==> config.mk <==
export PLATFORM = sky130hd
export DESIGN_NAME = mcrc_top
export DESIGN_NICKNAME = d
export VERILOG_FILES = /design/src/hw/mcrc_pkg.sv /design/src/hw/mcrc_top.sv
export VERILOG_INCLUDE_DIRS = /design/src /design/src/hw
export SDC_FILE = /design/constraint.sdc
export NUM_CORES = 1
export LEC_CHECK = 0
export BUFFER_PORTS_ARGS = -buffer_cell sky130_fd_sc_hd__buf_2
export CELL_PAD_IN_SITES_DETAIL_PLACEMENT = 1
export CELL_PAD_IN_SITES_GLOBAL_PLACEMENT = 1
export CORE_UTILIZATION = 33
export DETAILED_ROUTE_END_ITERATION = 10
export PLACE_DENSITY_LB_ADDON = 0.1
export SLEW_MARGIN = 20
export SYNTH_ARGS = -nofsm -noshare
export SYNTH_HDL_FRONTEND = slang
export SYNTH_SLANG_ARGS = --single-unit
==> constraint.sdc <==
create_clock -name CLK_SYS_I -period 3.1 [get_ports CLK_SYS_I]
set_clock_uncertainty 0.05 [all_clocks]
set_input_delay 0.155 -clock CLK_SYS_I [delete_from_list [all_inputs] [get_ports CLK_SYS_I]]
set_output_delay 0.155 -clock CLK_SYS_I [all_outputs]
set_load 0.005 [all_outputs]
==> src/hw/mcrc_params.svh <==
// Constants for the machine check and run control block.
`ifndef MCRC_PARAMS_SVH
`define MCRC_PARAMS_SVH
// Register byte offsets.
`define MCRC_OFF_CONFIG   8'h00
`define MCRC_OFF_KEYS     8'h04
`define MCRC_OFF_STATUS   8'h08
`define MCRC_OFF_RUNSTATE 8'h0C
`define MCRC_OFF_STEPSEL  8'h10
// Configuration register fields and reset value.
`define MCRC_CFG_PRINT_HALT 0
`define MCRC_CFG_PUNCH_STOP 1
`define MCRC_CFG_RESET      2'h3
// Key register fields, each a one-shot press.
`define MCRC_KEY_SYS_RESET  0
`define MCRC_KEY_CHK_RESET  1
`define MCRC_KEY_RD_STOP    2
`define MCRC_KEY_RD_START   3
`define MCRC_KEY_EJECT      4
`define MCRC_KEY_PRESET     5
`define MCRC_KEY_PRG_STOP   6
`define MCRC_KEY_PRG_START  7
// Status register fields, one latched indicator each.
`define MCRC_ST_CARD_CMP    0
`define MCRC_ST_MISFEED     1
`define MCRC_ST_ODD_COUNT   2
`define MCRC_ST_DISK_VERIFY 3
`define MCRC_ST_TIMING      4
`define MCRC_ST_PRINT_SETUP 5
`define MCRC_ST_PUNCH_FEED  6
`define MCRC_ST_HOLE_COUNT  7
`define MCRC_ST_PUNCH_PAR   8
// Run state register fields.
`define MCRC_RS_RUN         0
`define MCRC_RS_RESET_IND   1
`define MCRC_RS_FINAL_CYC   2
`define MCRC_RS_RD_READY    3
`define MCRC_RS_RD_SELECT   4
`define MCRC_RS_INPUT_OK    5
`define MCRC_RS_PC_LSB      16
// Reader run-in card count and step hundreds reset digit.
`define MCRC_RUNIN_CARDS    3
`define MCRC_HUNDREDS_RESET 4'h0
`endif

==> src/hw/mcrc_pkg.sv <==
// Types shared by the machine check and run control block.
`default_nettype none
package mcrc_pkg;
  // Disk write verification sequence.
  typedef enum logic [1:0] {
    MCRC_DV_IDLE   = 2'b00,
    MCRC_DV_REREAD = 2'b01,
    MCRC_DV_CMP    = 2'b10
  } mcrc_dv_state_t;
  // Bus response codes.
  typedef logic [1:0] mcrc_resp_t;
endpackage : mcrc_pkg
`default_nettype wire

==> src/hw/mcrc_top.sv <==
// Machine check and run control with an AXI4-Lite register slave.
// Behaviour
// - Compare both card reads, stop on difference.
// - Refuse input track transfer on card error.
// - Release input track only on exact match; only bits [5:0] are compared, the check bit is not.
// - Reader misfeed lights indicator and halts.
// - Core transfers need odd bit count.
// - Parity-check address register, printer, punch chars.
// - Reread source, compare disk readback, stop.
// - Accumulator readout-reset to disk always errors.
// - Missing write enable plug errors every write.
// - Timing fault lights indicator and halts.
// - Printer setup needs odd of seven positions.
// - After setup error, finish line, print delta.
// - Punch feed fail, hopper, stacker set punch feed check.
// - Hole count error only when exit stops.
// - Parity-check every punch character.
// - System reset clears timing, sets indicators.
// - Reader stop drops ready; stop on transfer.
// - First run-in feeds three cards, start pulse.
// - Ejection only after reader stop, hopper empty.
// - Check reset clears parity, repeats instruction.
// - Step preset loads counter, does not execute.
// - Program stop at step end; start resumes.
// - Stored characters carry an odd check bit.
`default_nettype none
`include "mcrc_params.svh"
module mcrc_top
  import mcrc_pkg::*;
#(
  parameter int CHAR_W      = 7,
  parameter int RUNIN_CARDS = `MCRC_RUNIN_CARDS
) (
  // Clock and reset.
  input  wire  logic              CLK_SYS_I,
  input  wire  logic              RST_I,
  // AXI4-Lite write channels.
  input  wire  logic [7:0]        AWADDR_I,
  input  wire  logic              AWVALID_I,
  output var   logic              AWREADY_O,
  input  wire  logic [31:0]       WDATA_I,
  input  wire  logic [3:0]        WSTRB_I,
  input  wire  logic              WVALID_I,
  output var   logic              WREADY_O,
  output var   logic [1:0]        BRESP_O,
  output var   logic              BVALID_O,
  input  wire  logic              BREADY_I,
  // AXI4-Lite read channels.
  input  wire  logic [7:0]        ARADDR_I,
  input  wire  logic              ARVALID_I,
  output var   logic              ARREADY_O,
  output var   logic [31:0]       RDATA_O,
  output var   logic [1:0]        RRESP_O,
  output var   logic              RVALID_O,
  input  wire  logic              RREADY_I,
  // Card reader: paired characters of both readings.
  input  wire  logic              CARD_CMP_VALID_I,
  input  wire  logic [CHAR_W-1:0] CARD_FIRST_I,
  input  wire  logic [CHAR_W-1:0] CARD_SECOND_I,
  input  wire  logic              CARD_END_I,
  input  wire  logic              READER_MISFEED_I,
  input  wire  logic              FEED_HOPPER_EMPTY_I,
  input  wire  logic              INPUT_XFER_REQ_I,
  // Core, address register and output track characters.
  input  wire  logic              CORE_VALID_I,
  input  wire  logic [CHAR_W-1:0] CORE_CHAR_I,
  input  wire  logic              INSTR_VALID_I,
  input  wire  logic [CHAR_W-1:0] INSTR_CHAR_I,
  input  wire  logic              PRINT_VALID_I,
  input  wire  logic [CHAR_W-1:0] PRINT_CHAR_I,
  input  wire  logic              PUNCH_VALID_I,
  input  wire  logic [CHAR_W-1:0] PUNCH_CHAR_I,
  // Disk storage.
  input  wire  logic              DISK_WR_DONE_I,
  input  wire  logic              DISK_ACC_RESET_I,
  input  wire  logic              DISK_WE_PLUG_I,
  input  wire  logic              DISK_REREAD_DONE_I,
  input  wire  logic              DISK_CMP_VALID_I,
  input  wire  logic [CHAR_W-1:0] DISK_REC_CHAR_I,
  input  wire  logic [CHAR_W-1:0] DISK_CORE_CHAR_I,
  input  wire  logic              DISK_CMP_END_I,
  // Timing circuits.
  input  wire  logic              TIMING_FAULT_I,
  // Printer.
  input  wire  logic              SETUP_VALID_I,
  input  wire  logic [6:0]        SETUP_MAG_I,
  input  wire  logic              LINE_DONE_I,
  // Punch.
  input  wire  logic              PUNCH_FEED_FAIL_I,
  input  wire  logic              PUNCH_HOPPER_EMPTY_I,
  input  wire  logic              PUNCH_STACKER_FULL_I,
  input  wire  logic              PUNCH_HOLE_ERR_I,
  // Program sequencing.
  input  wire  logic              STEP_DONE_I,
  input  wire  logic [11:0]       NEXT_STEP_I,
  // Control outputs.
  output var   logic              RUN_O,
  output var   logic              INPUT_GRANT_O,
  output var   logic              READER_FEED_O,
  output var   logic              START_PULSE_O,
  output var   logic              EJECT_O,
  output var   logic              DISK_REREAD_O,
  output var   logic              DELTA_O,
  output var   logic              REPEAT_INSTR_O,
  output var   logic [11:0]       PC_O
);

  // Widths the logic is built for.
  if (CHAR_W != 7) $error("CHAR_W must be 7");
  if (RUNIN_CARDS < 1 || RUNIN_CARDS > 7) $error("RUNIN_CARDS out of range");

  function automatic logic odd_ok(input logic [CHAR_W-1:0] c);
    odd_ok = ^c;
  endfunction

  // Bus registers.
  logic        awready, wready, bvalid, arready, rvalid;
  logic        next_awready, next_wready, next_bvalid, next_arready, next_rvalid;
  logic [7:0]  aw_addr, next_aw_addr;    // Latched write address.
  logic [31:0] w_data, next_w_data;      // Latched write data.
  logic [3:0]  w_strb, next_w_strb;      // Latched byte enables.
  mcrc_resp_t  bresp, next_bresp, rresp, next_rresp;
  logic [31:0] rdata, next_rdata;
  logic        wr_fire;                  // Write to the register map now.
  logic [7:0]  keys;                     // Key presses this cycle.

  // Control state.
  logic [1:0]  cfg, next_cfg;            // Halt options.
  logic [11:0] step_sel, next_step_sel;  // Step selector switches.
  logic [8:0]  err, next_err;            // Latched indicators.
  logic        run, next_run;
  logic        stop_req, next_stop_req;  // Program stop pending.
  logic        reset_ind, next_reset_ind;
  logic        final_cyc, next_final_cyc;
  logic        rd_select, next_rd_select;
  logic        rd_ready, next_rd_ready;
  logic        rd_stopped, next_rd_stopped;
  logic        first_run, next_first_run;  // Run-in not yet done.
  logic        card_bad, next_card_bad;    // Mismatch seen this card.
  logic        input_ok, next_input_ok;
  logic [2:0]  feed_cnt, next_feed_cnt;
  logic        start_wait, next_start_wait;
  logic        delta_pend, next_delta_pend;
  mcrc_dv_state_t dv, next_dv;
  logic        grant, next_grant, feed, next_feed, startp, next_startp;
  logic        eject, next_eject, reread, next_reread, delta, next_delta;
  logic        repeat_i, next_repeat_i;
  logic [11:0] pc, next_pc;
  logic        halting;                  // A stop-causing error is latched.

  // Bus handshakes and address decode.
  always_comb begin
    next_awready = awready;
    next_wready  = wready;
    next_bvalid  = bvalid;
    next_bresp   = bresp;
    next_aw_addr = aw_addr;
    next_w_data  = w_data;
    next_w_strb  = w_strb;
    next_arready = arready;
    next_rvalid  = rvalid;
    next_rdata   = rdata;
    next_rresp   = rresp;
    wr_fire      = 1'b0;
    // Address and data are taken in either order and held until both are here.
    if (AWVALID_I && awready) begin
      next_aw_addr = AWADDR_I;
      next_awready = 1'b0;
    end
    if (WVALID_I && wready) begin
      next_w_data = WDATA_I;
      next_w_strb = WSTRB_I;
      next_wready = 1'b0;
    end
    if (!awready && !wready && !bvalid) begin
      wr_fire     = 1'b1;
      next_bvalid = 1'b1;
      unique case (aw_addr)
        `MCRC_OFF_CONFIG, `MCRC_OFF_KEYS, `MCRC_OFF_STEPSEL: next_bresp = 2'h0;
        default: next_bresp = 2'h2;
      endcase
    end
    if (bvalid && BREADY_I) begin
      next_bvalid  = 1'b0;
      next_awready = 1'b1;
      next_wready  = 1'b1;
    end
    // One read at a time; the answer comes the cycle after the address.
    if (ARVALID_I && arready) begin
      next_arready = 1'b0;
      next_rvalid  = 1'b1;
      next_rresp   = 2'h0;
      unique case (ARADDR_I)
        `MCRC_OFF_CONFIG:   next_rdata = {30'h0, cfg};
        `MCRC_OFF_KEYS:     next_rdata = 32'h0;
        `MCRC_OFF_STATUS:   next_rdata = {23'h0, err};
        `MCRC_OFF_RUNSTATE: next_rdata = {4'h0, pc, 10'h0, input_ok, rd_select,
                                          rd_ready, final_cyc, reset_ind, run};
        `MCRC_OFF_STEPSEL:  next_rdata = {20'h0, step_sel};
        default: begin
          next_rdata = 32'h0;
          next_rresp = 2'h2;
        end
      endcase
    end
    if (rvalid && RREADY_I) begin
      next_rvalid  = 1'b0;
      next_arready = 1'b1;
    end
  end

  // Key presses decode from a write to the key register, low byte lane only.
  assign keys = (wr_fire && aw_addr == `MCRC_OFF_KEYS && w_strb[0]) ? w_data[7:0] : 8'h00;

  // Bus registers.
  always_ff @(posedge CLK_SYS_I or posedge RST_I) begin
    if (RST_I) begin
      awready <= 1'b1;
      wready  <= 1'b1;
      bvalid  <= 1'b0;
      bresp   <= 2'h0;
      aw_addr <= 8'h00;
      w_data  <= 32'h0;
      w_strb  <= 4'h0;
      arready <= 1'b1;
      rvalid  <= 1'b0;
      rdata   <= 32'h0;
      rresp   <= 2'h0;
    end else begin
      awready <= next_awready;
      wready  <= next_wready;
      bvalid  <= next_bvalid;
      bresp   <= next_bresp;
      aw_addr <= next_aw_addr;
      w_data  <= next_w_data;
      w_strb  <= next_w_strb;
      arready <= next_arready;
      rvalid  <= next_rvalid;
      rdata   <= next_rdata;
      rresp   <= next_rresp;
    end
  end

  // Every latched indicator except printer setup stops the machine; that one
  // stops only when the halt option is set, and then only after the delta.
  // run interlock
  assign halting = |{err[8:6], err[4:0]} || (err[`MCRC_ST_PRINT_SETUP] && cfg[`MCRC_CFG_PRINT_HALT]
                   && !delta_pend);

  // Checks, indicators and run control.
  always_comb begin
    logic [8:0] set_e;
    logic [8:0] clr_e;
    set_e           = 9'h0;
    clr_e           = 9'h0;
    next_cfg        = cfg;
    next_step_sel   = step_sel;
    next_run        = run;
    next_stop_req   = stop_req;
    next_reset_ind  = reset_ind;
    next_final_cyc  = final_cyc;
    next_rd_select  = rd_select;
    next_rd_ready   = rd_ready;
    next_rd_stopped = rd_stopped;
    next_first_run  = first_run;
    next_card_bad   = card_bad;
    next_input_ok   = input_ok;
    next_feed_cnt   = feed_cnt;
    next_start_wait = start_wait;
    next_delta_pend = delta_pend;
    next_dv         = dv;
    next_pc         = pc;
    next_grant      = 1'b0;
    next_feed       = 1'b0;
    next_startp     = 1'b0;
    next_eject      = 1'b0;
    next_reread     = 1'b0;
    next_delta      = 1'b0;
    next_repeat_i   = 1'b0;
    // Configuration and selector switches from software.
    if (wr_fire && aw_addr == `MCRC_OFF_CONFIG && w_strb[0]) next_cfg = w_data[1:0];
    if (wr_fire && aw_addr == `MCRC_OFF_STEPSEL) begin
      if (w_strb[0]) next_step_sel[7:0] = w_data[7:0];
      if (w_strb[1]) next_step_sel[11:8] = w_data[11:8];
    end
    if (CARD_CMP_VALID_I && (CARD_FIRST_I[5:0] != CARD_SECOND_I[5:0])) begin
      set_e[`MCRC_ST_CARD_CMP] = 1'b1;
      next_card_bad            = 1'b1;
    end
    if (CARD_END_I) begin
      next_input_ok = !next_card_bad && !(CARD_CMP_VALID_I && CARD_FIRST_I[5:0] != CARD_SECOND_I[5:0]);
      next_card_bad = 1'b0;
      if (start_wait && next_input_ok) begin
        next_startp     = 1'b1;
        next_start_wait = 1'b0;
      end
    end
    if (READER_MISFEED_I) set_e[`MCRC_ST_MISFEED] = 1'b1;
    if (CORE_VALID_I && !odd_ok(CORE_CHAR_I)) set_e[`MCRC_ST_ODD_COUNT] = 1'b1;
    if (INSTR_VALID_I && !odd_ok(INSTR_CHAR_I)) set_e[`MCRC_ST_ODD_COUNT] = 1'b1;
    if ((PRINT_VALID_I && !odd_ok(PRINT_CHAR_I)) || (SETUP_VALID_I && !odd_ok(SETUP_MAG_I))) begin
      set_e[`MCRC_ST_PRINT_SETUP] = 1'b1;
      next_delta_pend             = 1'b1;
    end
    if (LINE_DONE_I && delta_pend) begin
      next_delta      = 1'b1;
      next_delta_pend = 1'b0;
    end
    if (PUNCH_FEED_FAIL_I || PUNCH_HOPPER_EMPTY_I || PUNCH_STACKER_FULL_I) set_e[`MCRC_ST_PUNCH_FEED] = 1'b1;
    if (PUNCH_HOLE_ERR_I && cfg[`MCRC_CFG_PUNCH_STOP]) set_e[`MCRC_ST_HOLE_COUNT] = 1'b1;
    if (PUNCH_VALID_I && !odd_ok(PUNCH_CHAR_I)) set_e[`MCRC_ST_PUNCH_PAR] = 1'b1;
    if (TIMING_FAULT_I) set_e[`MCRC_ST_TIMING] = 1'b1;
    // Disk verification sequence, one write at a time.
    unique case (dv)
      MCRC_DV_IDLE: begin
        if (DISK_WR_DONE_I) begin
          if (DISK_ACC_RESET_I || !DISK_WE_PLUG_I) set_e[`MCRC_ST_DISK_VERIFY] = 1'b1;
          else begin
            next_reread = 1'b1;
            next_dv     = MCRC_DV_REREAD;
          end
        end
      end
      MCRC_DV_REREAD: if (DISK_REREAD_DONE_I) next_dv = MCRC_DV_CMP;
      MCRC_DV_CMP: begin
        if (DISK_CMP_VALID_I && DISK_REC_CHAR_I != DISK_CORE_CHAR_I) set_e[`MCRC_ST_DISK_VERIFY] = 1'b1;
        if (DISK_CMP_END_I) next_dv = MCRC_DV_IDLE;
      end
      default: next_dv = MCRC_DV_IDLE;
    endcase
    if (INPUT_XFER_REQ_I && run) begin
      if (rd_ready && input_ok && !err[`MCRC_ST_CARD_CMP]) next_grant = 1'b1;
      else next_run = 1'b0;
    end
    if (keys[`MCRC_KEY_RD_STOP]) begin
      next_rd_ready   = 1'b0;
      next_rd_stopped = 1'b1;
      next_feed_cnt   = 3'h0;
    end
    if (keys[`MCRC_KEY_RD_START]) begin
      next_rd_ready   = 1'b1;
      next_rd_stopped = 1'b0;
      // Reader start is the operator's restart for reader errors.
      clr_e[`MCRC_ST_CARD_CMP] = 1'b1;
      clr_e[`MCRC_ST_MISFEED]  = 1'b1;
      if (first_run) begin
        next_feed_cnt   = 3'(RUNIN_CARDS);
        next_start_wait = 1'b1;
        next_first_run  = 1'b0;
      end else begin
        next_feed_cnt = 3'h1;
      end
    end else if (feed_cnt != 3'h0 && !READER_MISFEED_I) begin
      // One feed pulse per cycle until the count is used up.
      next_feed     = 1'b1;
      next_feed_cnt = feed_cnt - 3'h1;
    end
    if (keys[`MCRC_KEY_EJECT] && rd_stopped && FEED_HOPPER_EMPTY_I) next_eject = 1'b1;
    if (keys[`MCRC_KEY_CHK_RESET]) begin
      clr_e[`MCRC_ST_ODD_COUNT]   = 1'b1;
      clr_e[`MCRC_ST_DISK_VERIFY] = 1'b1;
      clr_e[`MCRC_ST_PRINT_SETUP] = 1'b1;
      clr_e[`MCRC_ST_PUNCH_FEED]  = 1'b1;
      clr_e[`MCRC_ST_HOLE_COUNT]  = 1'b1;
      clr_e[`MCRC_ST_PUNCH_PAR]   = 1'b1;
      next_repeat_i               = 1'b1;
    end
    if (keys[`MCRC_KEY_SYS_RESET]) begin
      clr_e[`MCRC_ST_TIMING] = 1'b1;
      next_reset_ind         = 1'b1;
      next_final_cyc         = 1'b1;
      next_rd_select         = 1'b1;
      next_pc[11:8]          = `MCRC_HUNDREDS_RESET;
      next_run               = 1'b0;
      next_stop_req          = 1'b0;
      next_first_run         = 1'b1;
    end
    // Program counter follows completed steps while running.
    if (run && STEP_DONE_I) begin
      next_pc = NEXT_STEP_I;
      if (stop_req) begin
        next_run      = 1'b0;
        next_stop_req = 1'b0;
      end
    end
    if (keys[`MCRC_KEY_PRG_STOP] && run) next_stop_req = 1'b1;
    if (keys[`MCRC_KEY_PRESET]) begin
      next_pc  = step_sel;
      next_run = 1'b0;
    end
    if (keys[`MCRC_KEY_PRG_START] && !halting && !keys[`MCRC_KEY_SYS_RESET]) begin
      next_run       = 1'b1;
      next_stop_req  = 1'b0;
      next_reset_ind = 1'b0;
      next_final_cyc = 1'b0;
    end
    next_err = (err & ~clr_e) | set_e;
    if (|set_e && !(set_e == (9'h1 << `MCRC_ST_PRINT_SETUP) && !cfg[`MCRC_CFG_PRINT_HALT])
        && set_e != (9'h1 << `MCRC_ST_PRINT_SETUP)) next_run = 1'b0;
    if (halting) next_run = 1'b0;
  end

  // Control registers; indicators follow a system reset pattern.
  always_ff @(posedge CLK_SYS_I or posedge RST_I) begin
    if (RST_I) begin
      cfg        <= `MCRC_CFG_RESET;
      step_sel   <= 12'h000;
      err        <= 9'h000;
      run        <= 1'b0;
      stop_req   <= 1'b0;
      reset_ind  <= 1'b1;
      final_cyc  <= 1'b1;
      rd_select  <= 1'b1;
      rd_ready   <= 1'b0;
      rd_stopped <= 1'b0;
      first_run  <= 1'b1;
      card_bad   <= 1'b0;
      input_ok   <= 1'b0;
      feed_cnt   <= 3'h0;
      start_wait <= 1'b0;
      delta_pend <= 1'b0;
      dv         <= MCRC_DV_IDLE;
      grant      <= 1'b0;
      feed       <= 1'b0;
      startp     <= 1'b0;
      eject      <= 1'b0;
      reread     <= 1'b0;
      delta      <= 1'b0;
      repeat_i   <= 1'b0;
      pc         <= 12'h000;
    end else begin
      cfg        <= next_cfg;
      step_sel   <= next_step_sel;
      err        <= next_err;
      run        <= next_run;
      stop_req   <= next_stop_req;
      reset_ind  <= next_reset_ind;
      final_cyc  <= next_final_cyc;
      rd_select  <= next_rd_select;
      rd_ready   <= next_rd_ready;
      rd_stopped <= next_rd_stopped;
      first_run  <= next_first_run;
      card_bad   <= next_card_bad;
      input_ok   <= next_input_ok;
      feed_cnt   <= next_feed_cnt;
      start_wait <= next_start_wait;
      delta_pend <= next_delta_pend;
      dv         <= next_dv;
      grant      <= next_grant;
      feed       <= next_feed;
      startp     <= next_startp;
      eject      <= next_eject;
      reread     <= next_reread;
      delta      <= next_delta;
      repeat_i   <= next_repeat_i;
      pc         <= next_pc;
    end
  end

  // Outputs, all straight from flip-flops.
  assign AWREADY_O      = awready;
  assign WREADY_O       = wready;
  assign BVALID_O       = bvalid;
  assign BRESP_O        = bresp;
  assign ARREADY_O      = arready;
  assign RVALID_O       = rvalid;
  assign RDATA_O        = rdata;
  assign RRESP_O        = rresp;
  assign RUN_O          = run;
  assign INPUT_GRANT_O  = grant;
  assign READER_FEED_O  = feed;
  assign START_PULSE_O  = startp;
  assign EJECT_O        = eject;
  assign DISK_REREAD_O  = reread;
  assign DELTA_O        = delta;
  assign REPEAT_INSTR_O = repeat_i;
  assign PC_O           = pc;

endmodule : mcrc_top
`default_nettype wire

Yosys cells after proc, flatten, opt, wreduce, memory -nomap -nowiden
Cells that the tools add are included.
{ "classes": {"n_reduce_logical": 88, "n_eq_ne": 16, "order_cmp": 0, "mul": 0, "div_mod_pow": 0, "n_shift": 0, "muxes": 86, "addsub": 1, "bitwise_logic": 3} }
{ "op_table": {"columns": ["op", "n"], "rows": [
  ["$pmux W28 S4", 1],
  ["$mux W1", 66],
  ["$logic_and A1 B1 Y1", 38],
  ["$reduce_xor A7 Y1", 5],
  ["$mux W12", 2],
  ["$logic_not A1 Y1", 18],
  ["$mux W2", 9],
  ["$reduce_bool A2 Y1", 9],
  ["$eq A8 B3 Y1 const B", 2],
  ["$eq A8 B4 Y1 const B", 2],
  ["$eq A8 B5 Y1 const B", 2],
  ["$logic_not A8 Y1", 2],
  ["$and A9 B9 Y9", 1],
  ["$eq A9 B6 Y1 const B", 1],
  ["$mux W3", 3],
  ["$ne A9 B6 Y1 const B", 1],
  ["$not A9 Y9", 1],
  ["$or A9 B9 Y9", 1],
  ["$reduce_bool A3 Y1", 3],
  ["$reduce_or A9 Y1", 1],
  ["$mux W4", 2],
  ["$mux W8", 1],
  ["$ne A2 B2 Y1 const B", 4],
  ["$reduce_or A8 Y1", 1],
  ["13 further kinds", 18]
]} }
{ "word_totals": {"register_bits": 120, "mem_bits_ro": 0, "word_cells": 230, "input_bits": 157, "latch_bits": 0, "mem_bits_rw": 0, "mem_count": 0} }

Longest topological paths before layout
Gate-level depths: netlist of run 1.
{ "depth": {"depth_word": 14, "ltp_mapped": 7, "mapped_depth_nobuf": 6} }

Worst setup path after synthesis of run 1
No wires, ideal clock.
{ "synth_path": {"kind": "flip-flop to flip-flop", "startpoint": "reg aw_addr[1]", "endpoint": "reg pc[10], in the netlist PC_O[10]", "path_stages_with_launch": 7, "slack_ns": 1.077, "required_ns": 2.924, "setup_ns": 0.126, "arrival_ns": 1.847, "path_buffers": 2, "cell_sequence": "dfrtp_1 -> or4_4 -> buf_6 -> nor4_4 -> buf_6 -> a21oi_1 -> a221o_1"} }
{ "synth_between": {"elab_chain_cells": 5, "word_cells_on_any_way": 6} }
{ "synth_lines": {"columns": ["item", "line", "source"], "rows": [
  ["start, declared", "mcrc_top.sv:119", "logic [7:0] aw_addr, next_aw_addr;"],
  ["start signal, assigned", "mcrc_top.sv:234", "aw_addr <= next_aw_addr;"],
  ["$eq A8 B3 Y1 *", null, null],
  ["$logic_and A1 B1 Y1 (no line) *", null, null],
  ["$logic_and A1 B1 Y1 *", "mcrc_top.sv:213", "assign keys = (wr_fire && aw_addr == `MCRC_OFF_KEYS && w_strb[0]) ? w_data[7:0] : 8'h00;"],
  ["$mux W8 *", "mcrc_top.sv:213", null],
  ["$reduce_bool A3 Y1 (no line) or $mux W12 (tied branches)", null, null],
  ["end signal, assigned", "mcrc_top.sv:456", "pc <= next_pc;"],
  ["end, declared", "mcrc_top.sv:148", "logic [11:0] pc, next_pc;"]
]} }
Every way passes the cells marked *; elsewhere a longest branch is shown, timed or not.
A chain may end at the register's enable or synchronous reset.

Worst setup path in the final report of run 1
{ "layout_path": {"startpoint": "reg aw_addr[1]", "endpoint": "reg run, in the netlist RUN_O"} }
{ "layout_between": {"elab_chain_cells": 11, "word_cells_on_any_way": 14} }
{ "layout_lines": {"columns": ["item", "line", "source"], "rows": [
  ["$eq A8 B3 Y1 *", null, null],
  ["$logic_and A1 B1 Y1 (no line) *", null, null],
  ["$logic_and A1 B1 Y1 *", "mcrc_top.sv:213", null],
  ["$mux W8 *", "mcrc_top.sv:213", null],
  ["$mux W1", "mcrc_top.sv:368", "if (keys[`MCRC_KEY_SYS_RESET]) begin"],
  ["$mux W1", "mcrc_top.sv:381", "if (stop_req) begin"],
  ["$mux W1", "mcrc_top.sv:379", "if (run && STEP_DONE_I) begin"],
  ["$mux W1", "mcrc_top.sv:387", "if (keys[`MCRC_KEY_PRESET]) begin"],
  ["$mux W1 *", "mcrc_top.sv:391", "if (keys[`MCRC_KEY_PRG_START] && !halting && !keys[`MCRC_KEY_SYS_RESET]) begin"],
  ["$mux W1 *", "mcrc_top.sv:398", "if (|set_e && !(set_e == (9'h1 << `MCRC_ST_PRINT_SETUP) && !cfg[`MCRC_CFG_PRINT_HALT])"],
  ["$mux W1 *", "mcrc_top.sv:400", "if (halting) next_run = 1'b0;"],
  ["via next_run", "mcrc_top.sv:131", "logic run, next_run;"],
  ["end signal, assigned", "mcrc_top.sv:435", "run <= next_run;"],
  ["end, declared", "mcrc_top.sv:131", null]
]} }
The timed path passes the listed nets; every way through them passes the cells marked *.

==> flow_metrics.py, run 1 <==
metrics = {
    "logic_synthesis": {
        "muxShareOfSynthArea_pct": 9.73,
        "synthDistinctLibCells": 57,
        "synth-seq-area-share_pct": 53.0,
        "synth_xor_xnor_area_share_pct": 7.88,
        "syn-cell-area_mm2": 0.00521,
        "yosys.area_share.simple_pct": 12.8,
        "syn-mean-instance-area_um2": 11.8,
        "ys.flop_type": "dfrtp_1",
        "synth_top_family_by_area": "simple AND/OR/NAND/NOR gates",
        "yosys_warnings": 0,
        "async_flop_share_pct": 100,
        "synth_compound_area_share_pct": 12.1,
        "synth_edf_count": 0,
        "netlist_instances": 442,
        "synthAdderAreaFrac_pct": 0.481,
        "synth_seq_cells": 110,
    },
    "global_route": {
        "antenna_found_initial": 1,
        "grt_pass1_wl_um": 22300,
        "grt_pass1_vias": 4346,
        "grt_max_degree": 67,
        "grt-ovfl-total": 0,
        "grt_use_total_pct": 17.8,
    },
    "critical_path": {
        "crit_required_ns": 3.31,
        "r2r_end": "RUN_O",
        "r2r_setup_slack_ns": 0.88,
        "cp_cell_sequence": "or4_4 -> nor4_4 -> buf_4 -> and3_4 -> o211ai_2 -> nor4_2",
        "crit_family": "simple AND/OR/NAND/NOR gates",
        "startpoint_type": "flip-flop",
        "cp.buffers_inverters": 1,
        "r2r_start": "aw_addr[1]",
        "reg2regPathDepth": 6,
        "critPathKind": "flip-flop to flip-flop",
        "critPathMaxFanout": 9,
        "crit_arrival_ns": 2.43,
        "slowest_stage": "or4_4",
        "cp-end-kind": "flip-flop",
        "crit_path_max_incr_delay_ns": 0.62,
    },
    "clock_tree": {
        "cts.clk_slew.worst_paths_ns": 0.07,
        "h-tree-depth": 3,
        "cts_buffers": 9,
        "clock_path_buffers": 2,
        "insertion_delay_ns": 0.35,
        "clock-sinks": 110,
        "post_cts_buffers": 0,
        "cts_tree": "yes",
        "root_buffer": "clkbuf_16",
    },
    "power_and_ir_drop": {
        "p_leak_uw": 0.00341,
        "p_seq_share_pct": 49.5,
        "switching_share_pct": 29.4,
        "intPower_uw": 2840,
        "peakVddDrop_uv": 310,
        "p_total_uw": 4030,
        "p_switching_uw": 1180,
        "p_comb_share_pct": 22.1,
        "p_per_area_mw_per_mm2": 576,
        "clkPwrFrac_pct": 28.4,
    },
    "route": {
        "routed_wl_um": 13800,
        "drcViolationCount": 0,
        "drt_iter0_drc": 133,
        "drt_pass1_iterations": 4,
        "wl_per_cell_um": 15.6,
        "drtAntennaViolNets": 0,
        "via_per_inst": 4.72,
        "num_vias": 4162,
    },
    "timing": {
        "post-route-period-util_pct": 71.7,
        "finalSetupViolCount": 0,
        "slew_headroom_pct": 38.4,
        "hold_violations": 0,
        "worstMarginPinSlew_ns": 0.917,
        "rsz0062_at_grt": "false",
        "final.min_clock_period_ns": 2.22,
        "setup_tns_ns": 0,
        "drv_slew": 0,
        "fmax_mhz": 450,
    },
    "layout": {
        "nets": 825,
        "area_growth_pct": 34.2,
        "fill_cells": 1757,
        "mostFrequentLayoutCells": "buf_2, dfrtp_1, nand2_1, mux2_2, dlygate4sd3_1",
        "regArea_mm2": 0.00276,
        "final_common_cell": "buf_2",
        "drive_above_1_share_pct": 40.1,
        "antenna_cells": 0,
        "multiInputGateArea_mm2": 0.00228,
    },
    "floorplanning": {
        "core_area_mm2": 0.0153,
        "rows": 45,
        "io_pins": 218,
        "die_area_mm2": 0.0163,
        "initial_core_util_pct": 34.0,
        "die_h_um": 128,
        "dieWidth_um": 128,
    },
    "min_path": {
        "hold_path_class": "primary input to flip-flop",
        "hp-start": "DISK_REREAD_DONE_I",
        "min_path_cells": 3,
        "hold_end": "dv[1]",
    },
    "outcome": {
        "outcome": "finished, final reports clean",
    },
    "run": {
        "max_cap_violations": 0,
    },
    "placed_design": {
        "dp_hpwl_um": 10700,
        "port_buffers": 183,
        "gp_congestion": 0.760,
    },
}
## metrics by stage
| stage | setup WS [ns] | hold WS [ns] | cells | cell area (µm²) | util, % |
|---|---|---|---|---|---|
| floorplan | 0.00428 | 0.168 | 451 | 5240 | - |
| global placement | 0.902 | 0.264 | 829 | 6330 | 41.3 |
| detailed placement | 0.877 | 0.270 | 829 | 6330 | 41.3 |
| finish | 0.878 | 0.0216 | 882 | 6990 | 45.6 |
| global route | 0.784 | 0.0244 | 882 | 6990 | 45.6 |
| CTS | 0.863 | 0.00921 | 882 | 6990 | 45.6 |
## cells in the mapped netlist, types with 7 or more instances
cell type	number	area (µm²)
inv_1	17	63.8
nor2_1	9	33.8
mux2_2	37	417
xnor2_1	26	228
a22o_1	25	219
xor2_1	10	87.6
a21o_1	8	60.1
buf_4	10	75.1
o21ai_0	24	120
dfstp_2	7	184
nand2_1	50	188
a22oi_1	7	52.6
dfrtp_1	103	2580
mux2i_1	9	90.1
## worst min-delay path, delay by kind of cell
kind / cells / cell delay [ns]
AO/OA/AOI/OAI: 1 / 0.07
buffers and inverters: 1 / 0.10
AND/OR/NAND/NOR: 1 / 0.05
## routing by layer
layer	part of all wire [%]	global-route usage, %
met4	1.3	5.61
met1	45	22.8
met5	0.094	0
met2	48	30.3
met3	5.2	3.39
## repair_timing
item	4_1_cts	5_1_grt
hold buffers	37	0
endpoints found under the hold margin	93	0
resized for setup	0	0
## worst max-delay path by stage
stage                     startpoint    endpoint  slack [ns]  cells after the start
after floorplan                RST_I  BRESP_O[1]       0.004                      1
after global placement    aw_addr[1]       RUN_O        0.90                      6
after detailed placement  aw_addr[1]       RUN_O        0.88                      6
after CTS                 aw_addr[1]       RUN_O        0.86                      6
after global routing      aw_addr[1]       RUN_O        0.78                      6
final                     aw_addr[1]       RUN_O        0.88                      6
## layout make-up
| class | instances | share of cell area [%] |
|---|---|---|
| well taps | 211 | 3.78 |
| inverters | 17 | 0.949 |
| clock buffers | 10 | 3.28 |
| repair buffers | 226 | 19.0 |
| clock inverters | 6 | 0.877 |
| flip-flops and latches | 110 | 39.5 |
| multi-input cells | 302 | 32.6 |
## state kept, by name (all words and copies together), names as in the netlist, 2 cells and up
signal and cells:
step_sel 12, PC_O 12, w_strb 2, dv 2, aw_addr 8, RDATA_O 24, feed_cnt 3, w_data 12
err 9, cfg 2
## cells by family after synthesis
kind of cell,count (synthesis)
buf+inv,39
xor+xnor,40
mux,46
flops,110
compound gates,87
fa+ha+maj,2
simple gates,117
other cells,1
## power by group through the flow
stage	clock (µW)	combinational, µW	sequential (µW)
floorplan	0	618	1930
global route	1250	993	2040
finish	1140	888	1990
detailed placement	0	857	2020
CTS	1190	902	2000
global placement	0	823	2010
(Power assumes the default switching activity.)
==> run 2, diff against run 1 <==
--- a/config.mk
+++ b/config.mk
@@ -6,10 +6,11 @@
 export SDC_FILE = /design/constraint.sdc
 export NUM_CORES = 1
 export LEC_CHECK = 0
+export ABC_AREA = 1
 export BUFFER_PORTS_ARGS = -buffer_cell sky130_fd_sc_hd__buf_2
 export CELL_PAD_IN_SITES_DETAIL_PLACEMENT = 1
 export CELL_PAD_IN_SITES_GLOBAL_PLACEMENT = 1
-export CORE_UTILIZATION = 33
+export CORE_UTILIZATION = 31
 export DETAILED_ROUTE_END_ITERATION = 10
 export PLACE_DENSITY_LB_ADDON = 0.1
 export SLEW_MARGIN = 20
==> constraint.sdc (replaced) <==
create_clock -name CLK_SYS_I -period 1.9 [get_ports CLK_SYS_I]
set_clock_uncertainty 0.05 [all_clocks]
set_input_delay 0.095 -clock CLK_SYS_I [delete_from_list [all_inputs] [get_ports CLK_SYS_I]]
set_output_delay 0.095 -clock CLK_SYS_I [all_outputs]
set_load 0.005 [all_outputs]
==> run 2 against run 1 <==
Net effect: hold slack better by 0.0013 ns; maximum frequency is 31% higher; core utilization is 2.1 points lower; wire length is 23% higher; non-clock buffer count is 18 higher; sequential power is 64% higher; critical path type unchanged; largest power group unchanged.
==> flow_metrics.py, run 2 <==
metrics = {
    "min_path": {
        "hold_path_class": "primary input to flip-flop",
        "min_path_cells": 5,
        "hp-start": "NEXT_STEP_I[11]",
        "hold_end": "PC_O[11]",
    },
    "route": {
        "drt_pass1_iterations": 4,
        "drtAntennaViolNets": 0,
        "drt_iter0_drc": 172,
        "routed_wl_um": 17000,
        "wl_per_cell_um": 14.5,
        "via_per_inst": 4.55,
        "num_vias": 5317,
        "drcViolationCount": 0,
    },
    "placed_design": {
        "dp_hpwl_um": 13000,
        "port_buffers": 183,
        "place_area_mm2": 0.00680,
        "gp_congestion": 0.801,
    },
    "clock_tree": {
        "cts.clk_slew.worst_paths_ns": 0.07,
        "holdBufCountCts": 53,
        "h-tree-depth": 3,
        "insertion_delay_ns": 0.35,
        "cts_buffers": 9,
        "post_cts_buffers": 0,
        "clock-sinks": 110,
        "cts_tree": "yes",
        "clock_path_buffers": 2,
        "root_buffer": "clkbuf_16",
        "cts_resized": 0,
    },
    "global_route": {
        "grt.met2_usage_pct": 34.9,
        "grt_util_met3_pct": 4.10,
        "grt_max_degree": 36,
        "busiest_layer": "met2",
        "antenna_found_initial": 1,
        "use_met1_pct": 22.6,
        "grt_pass1_wl_um": 27800,
        "grt_use_total_pct": 19.2,
        "grt_pass1_vias": 5831,
        "grt-ovfl-total": 0,
    },
    "run": {
        "max_cap_violations": 0,
    },
    "layout": {
        "final_common_cell": "nand2_1",
        "drive_above_1_share_pct": 25.6,
        "largest_reg_flops": 24,
        "multiInputGateArea_mm2": 0.00237,
        "area_growth_pct": 36.0,
        "regArea_mm2": 0.00276,
        "design_area_mm2": 0.00761,
        "nets": 1096,
        "fill_cells": 2164,
        "mostFrequentLayoutCells": "nand2_1, buf_2, dfrtp_1, inv_1, nor2_1",
    },
    "critical_path": {
        "startpoint_type": "flip-flop",
        "r2r_start": "AWREADY_O",
        "r2r_setup_slack_ns": 0.20,
        "crit_required_ns": 2.12,
        "critPathKind": "flip-flop to flip-flop",
        "reg2regPathDepth": 8,
        "cp_cell_sequence": "inv_1 -> nand3_2 -> nor2_4 -> nand2_4 -> nor2_1 -> nor3_1 -> nand2_1 -> o21ai_0",
        "slowest_stage": "dfstp_2",
        "cp-end-kind": "flip-flop",
        "crit_path_max_incr_delay_ns": 0.54,
        "r2r_end": "feed_cnt[2]",
        "critPathMaxFanout": 8,
        "crit_arrival_ns": 1.91,
    },
    "timing": {
        "drv_slew": 0,
        "worstMarginPinSlew_ns": 0.686,
        "setup_tns_ns": 0,
        "final.min_clock_period_ns": 1.70,
        "rsz0062_at_grt": "false",
        "hold_violations": 0,
        "slew_headroom_pct": 54.2,
        "fmax_mhz": 590,
        "post-route-period-util_pct": 89.2,
        "finalSetupViolCount": 0,
    },
    "power_and_ir_drop": {
        "switching_share_pct": 32.8,
        "p_leak_uw": 0.00406,
        "p_per_area_mw_per_mm2": 929,
        "peakVddDrop_uv": 532,
        "p_switching_uw": 2320,
        "clkPwrFrac_pct": 26.7,
        "intPower_uw": 4750,
        "p_total_uw": 7070,
        "p_seq_share_pct": 46.1,
        "p_comb_share_pct": 27.2,
    },
    "outcome": {
        "outcome": "finished, final reports clean",
    },
    "logic_synthesis": {
        "ys_top_cells_by_count": "nand2_1, dfrtp_1, inv_1, nor2_1, o21ai_0",
        "synth-seq-area-share_pct": 49.3,
        "synthDistinctLibCells": 41,
        "synth_seq_cells": 110,
        "synthMostInstantiatedCell": "nand2_1",
        "ys.flop_type": "dfrtp_1",
        "synth_edf_count": 0,
        "ys_top_cells_by_area": "dfrtp_1, nand2_1, inv_1, o21ai_0, nor2_1",
        "synth_top_area_share_pct": 46.0,
        "synth_top_area_cell": "dfrtp_1",
        "syn-cell-area_mm2": 0.00560,
        "netlist_instances": 696,
        "yosys_warnings": 0,
        "syn-mean-instance-area_um2": 8.04,
        "async_flop_share_pct": 100,
    },
    "floorplanning": {
        "dieWidth_um": 136,
        "initial_core_util_pct": 32.0,
        "core_area_mm2": 0.0175,
        "die_area_mm2": 0.0186,
        "die_h_um": 136,
        "rows": 48,
        "io_pins": 218,
    },
}
[run 2: cell types whose count changed in the layout (fill, tap and decap cells not counted), sizes merged, moves of 8 or more]
cell and delta:
a21o -8, a21oi +15, a22o -25, dlygate4sd3 +16, inv +74, mux2 -28
mux2i -9, nand2 +169, nand3 +32, nor2 +51, nor4 -8, o211ai +8
o21ai +37, xnor2 -10
[run 2: area by class of cell]
cell class,count,share of cell area [%]
flip-flops and latches,110,36.3
multi-input cells,479,31.1
repair buffers,244,20.4
inverters,93,4.70
well taps,225,3.70
clock buffers,12,3.11
clock inverters,4,0.657
diodes,1,0.0329
[run 2: worst max path at each step]
stage	startpoint	end	slack, ns	cells after the start
3_3_place_gp	aw_addr[5]	stop_req	0.28	10
6_report	AWREADY_O	feed_cnt[2]	0.20	8
4_1_cts	AWREADY_O	feed_cnt[2]	0.17	8
2_1_floorplan	RST_I	BRESP_O[1]	0.43	1
5_1_grt	AWREADY_O	feed_cnt[2]	0.05	8
3_5_place_dp	AWREADY_O	feed_cnt[2]	0.20	8
[run 2: cells by family (layout without fill, tap and decap cells)]
| logic type | after synthesis | after routing | synth area share [%] |
|---|---|---|---|
| other | 1 | 11 | 0.0670 |
| AOI/OAI and AO/OA | 101 | 101 | 10.3 |
| DFF | 110 | 110 | 49.3 |
| xor gates and xnor gates | 30 | 30 | 4.69 |
| and+or+nand+nor | 327 | 327 | 24.4 |
| adders and majority gates | 2 | 2 | 0.447 |
| buffers and inverters | 116 | 353 | 8.96 |
| muxes | 9 | 9 | 1.81 |
[run 2: power by group through the flow]
stage                     Clock [µW]  Sequential, µW  Combinational (µW)
after global placement             0            3270                1730
after CTS                       1950            3260                1950
final                           1890            3260                1920
after detailed placement           0            3300                1820
after global routing            2030            3330                2210
after floorplan                    0            3210                1160
[run 2: worst max-delay path, delay by kind of cell, from the launching register on]
| kind | cells | cell delay [ns] |
|---|---|---|
| buffers and inverters | 1 | 0.06 |
| DFF | 1 | 0.54 |
| AOI/OAI and AO/OA | 1 | 0.09 |
| and+or+nand+nor | 6 | 0.86 |
[run 2: through the flow]
stage | utilization [%] | hold slack [ns] | worst slack (ns) | std cells
after floorplan | - | 0.111 | 0.431 | 705
after global placement | 38.9 | 0.183 | 0.281 | 1098
after detailed placement | 38.9 | 0.183 | 0.205 | 1098
after CTS | 43.6 | 0.0193 | 0.173 | 1167
after global routing | 43.6 | 0.0432 | 0.0451 | 1168
final | 43.6 | 0.0229 | 0.205 | 1168
[run 2: layer usage]
metal,routed length [µm],vias up
li1,-,2644
met1,7180,2531
met2,8760,120
met3,736,22
met4,279,0
met5,0,-
==> run 3, diff against run 2 <==
--- a/config.mk
+++ b/config.mk
@@ -6,11 +6,10 @@
 export SDC_FILE = /design/constraint.sdc
 export NUM_CORES = 1
 export LEC_CHECK = 0
-export ABC_AREA = 1
 export BUFFER_PORTS_ARGS = -buffer_cell sky130_fd_sc_hd__buf_2
 export CELL_PAD_IN_SITES_DETAIL_PLACEMENT = 1
 export CELL_PAD_IN_SITES_GLOBAL_PLACEMENT = 1
-export CORE_UTILIZATION = 31
+export CORE_UTILIZATION = 33
 export DETAILED_ROUTE_END_ITERATION = 10
 export PLACE_DENSITY_LB_ADDON = 0.1
 export SLEW_MARGIN = 20
==> run 3 against run 2 <==
Net effect: worst setup slack worse by 0.33 ns; non-clock buffer count up 28; the flow now finishes with violations (negative setup slack); wire length shrank 13%; maximum frequency down 16%; combinational power decreased by 3%; critical path depth is 2 lower; sequential power fell by 1%; final cell count fell by 21%; sequential share of layout area increased by 0.42 points; critical path type unchanged.
==> flow_metrics.py, run 3 (synthesis results as in run 1) <==
metrics = {
    "timing": {
        "fmax_mhz": 494,
        "post-route-period-util_pct": 107,
        "worstMarginPinSlew_ns": 0.553,
        "slew_headroom_pct": 63.0,
        "rsz0062_at_grt": "true",
        "fin_ws_ns": -0.126,
        "hold_violations": 0,
        "final.min_clock_period_ns": 2.03,
        "finalSetupViolCount": 39,
        "drv_slew": 0,
    },
    "global_route": {
        "grt_pass1_vias": 4740,
        "grt-ovfl-total": 0,
        "grt_use_total_pct": 19.0,
        "grt_pass1_wl_um": 24100,
        "antenna_found_initial": 1,
        "grt_max_degree": 58,
    },
    "route": {
        "wl_per_cell_um": 15.8,
        "drtAntennaViolNets": 0,
        "routed_wl_um": 14700,
        "drt_pass1_iterations": 4,
        "via_per_inst": 4.70,
        "drcViolationCount": 0,
        "drt_iter0_drc": 126,
        "num_vias": 4361,
    },
    "clock_tree": {
        "cts.clk_slew.worst_paths_ns": 0.07,
        "h-tree-depth": 3,
        "clock_path_buffers": 2,
        "cts_tree": "yes",
        "clock-sinks": 110,
        "insertion_delay_ns": 0.35,
        "root_buffer": "clkbuf_16",
        "cts_buffers": 9,
    },
    "power_and_ir_drop": {
        "p_comb_share_pct": 26.4,
        "p_seq_share_pct": 45.6,
        "clkPwrFrac_pct": 28.0,
        "p_leak_uw": 0.00366,
        "peakVddDrop_uv": 566,
        "p_per_area_mw_per_mm2": 937,
        "switching_share_pct": 29.1,
        "p_switching_uw": 2060,
        "intPower_uw": 5000,
    },
    "run": {
        "max_cap_violations": 0,
    },
    "floorplanning": {
        "initial_core_util_pct": 34.0,
        "dieWidth_um": 128,
        "die_area_mm2": 0.0163,
        "core_area_mm2": 0.0153,
        "rows": 45,
        "die_h_um": 128,
        "io_pins": 218,
    },
    "critical_path": {
        "crit_arrival_ns": 2.21,
        "cp_cell_sequence": "or4_4 -> nor4_4 -> buf_4 -> nand2_4 -> and3_1 -> a221o_1",
        "cp-end-kind": "flip-flop",
        "startpoint_type": "flip-flop",
        "crit_path_max_incr_delay_ns": 0.60,
        "reg2regPathDepth": 6,
        "crit_required_ns": 2.09,
        "critPathKind": "flip-flop to flip-flop",
        "slowest_stage": "or4_4",
        "critPathMaxFanout": 5,
    },
    "layout": {
        "fill_cells": 1752,
        "drive_above_1_share_pct": 43.4,
        "final_common_cell": "buf_2",
        "mostFrequentLayoutCells": "buf_2, dfrtp_1, dlygate4sd3_1, nand2_1, mux2_2",
        "area_growth_pct": 44.5,
        "antenna_cells": 0,
        "nets": 872,
        "largest_reg_flops": 24,
        "utilization_pct": 49.2,
    },
    "outcome": {
        "outcome": "complete, but fails checks",
        "violations": "negative setup slack",
    },
    "min_path": {
        "min_path_cells": 3,
        "hold_path_class": "primary input to flip-flop",
    },
    "placed_design": {
        "pre_cts_ws_ns": -0.147,
        "dp_hpwl_um": 11100,
        "port_buffers": 183,
        "gp_congestion": 0.763,
    },
}
[run 3: cell count changes in the layout (fill, tap and decap cells not counted), moves of 9 or more]
cell     delta
nand2_1   -169
inv_1      -74
nor2_1     -48
nand3_1    -33
buf_4      +28
mux2_2     +28
a22o_1     +25
o21ai_0    -24
a21oi_1    -16
o21ai_1    -10
xnor2_1    +10
mux2i_1     +9
[run 3: area by class of cell]
| type | count | area (µm²) | share of cell area (%) |
|---|---|---|---|
| clock buffers | 11 | 233 | 3.09 |
| clock inverters | 4 | 72.6 | 0.964 |
| inverters | 17 | 67.6 | 0.898 |
| multi-input cells | 303 | 2380 | 31.6 |
| flip-flops and latches | 110 | 2760 | 36.7 |
| well taps | 211 | 264 | 3.51 |
| repair buffers | 272 | 1750 | 23.2 |
[run 3: per-stage QoR]
stage	std cells	setup TNS (ns)	hold WS, ns	area, µm²	power, µW
detailed placement	851	-3.38	0.136	6530	4870
global placement	851	-2.04	0.116	6530	4780
global route	928	-5.70	0.00955	7530	7460
CTS	923	-1.42	0.0119	7440	7070
floorplan	451	-0.192	0.108	5250	4160
finish	928	-2.52	0.00939	7530	7050
[run 3: worst max-delay path: cells and delay by family (launching register included)]
kind | cells | cell delay (ns)
DFF | 1 | 0.38
AOI/OAI and AO/OA | 1 | 0.26
buffers and inverters | 1 | 0.18
and+or+nand+nor | 4 | 1.04
[run 3: what timing repair did]
action,in CTS,in global routing
setup endpoints to repair,42,44
setup buffers,3,4
gates cloned,1,1
pin swaps,2,4
hold buffers,53,0
resized for setup,9,14
endpoints found under the hold margin,65,0
[run 3: metal layers]
layer  GRT usage [%]  wire (µm)  vias up
met4            4.84        213        2
met2            33.6       7470      114
met5               0         10        -
li1                -          -     2098
met1            23.5       6360     2126
met3            4.36        613       21
[run 3: path summary, 6_finish.rpt]
| check | start | endpoint | slack [ns] |
|---|---|---|---|
| max | aw_addr[3] | PC_O[10] | -0.13 |
| max in group asynchronous | RST_I | cfg[1] | 0.78 |
| max reg2reg | aw_addr[3] | PC_O[10] | -0.13 |
| min | NEXT_STEP_I[6] | PC_O[6] | 0.009 |
| min in group asynchronous | RST_I | RVALID_O | 0.30 |
| min reg2reg | first_run | first_run | 0.42 |
[run 3: power by group through the flow]
stage	sequential (µW)	clock, µW	combinational, µW
floorplan	3140	0	1010
global placement	3220	0	1560
detailed placement	3240	0	1620
CTS	3210	2030	1830
global route	3290	2100	2070
finish	3220	1970	1860
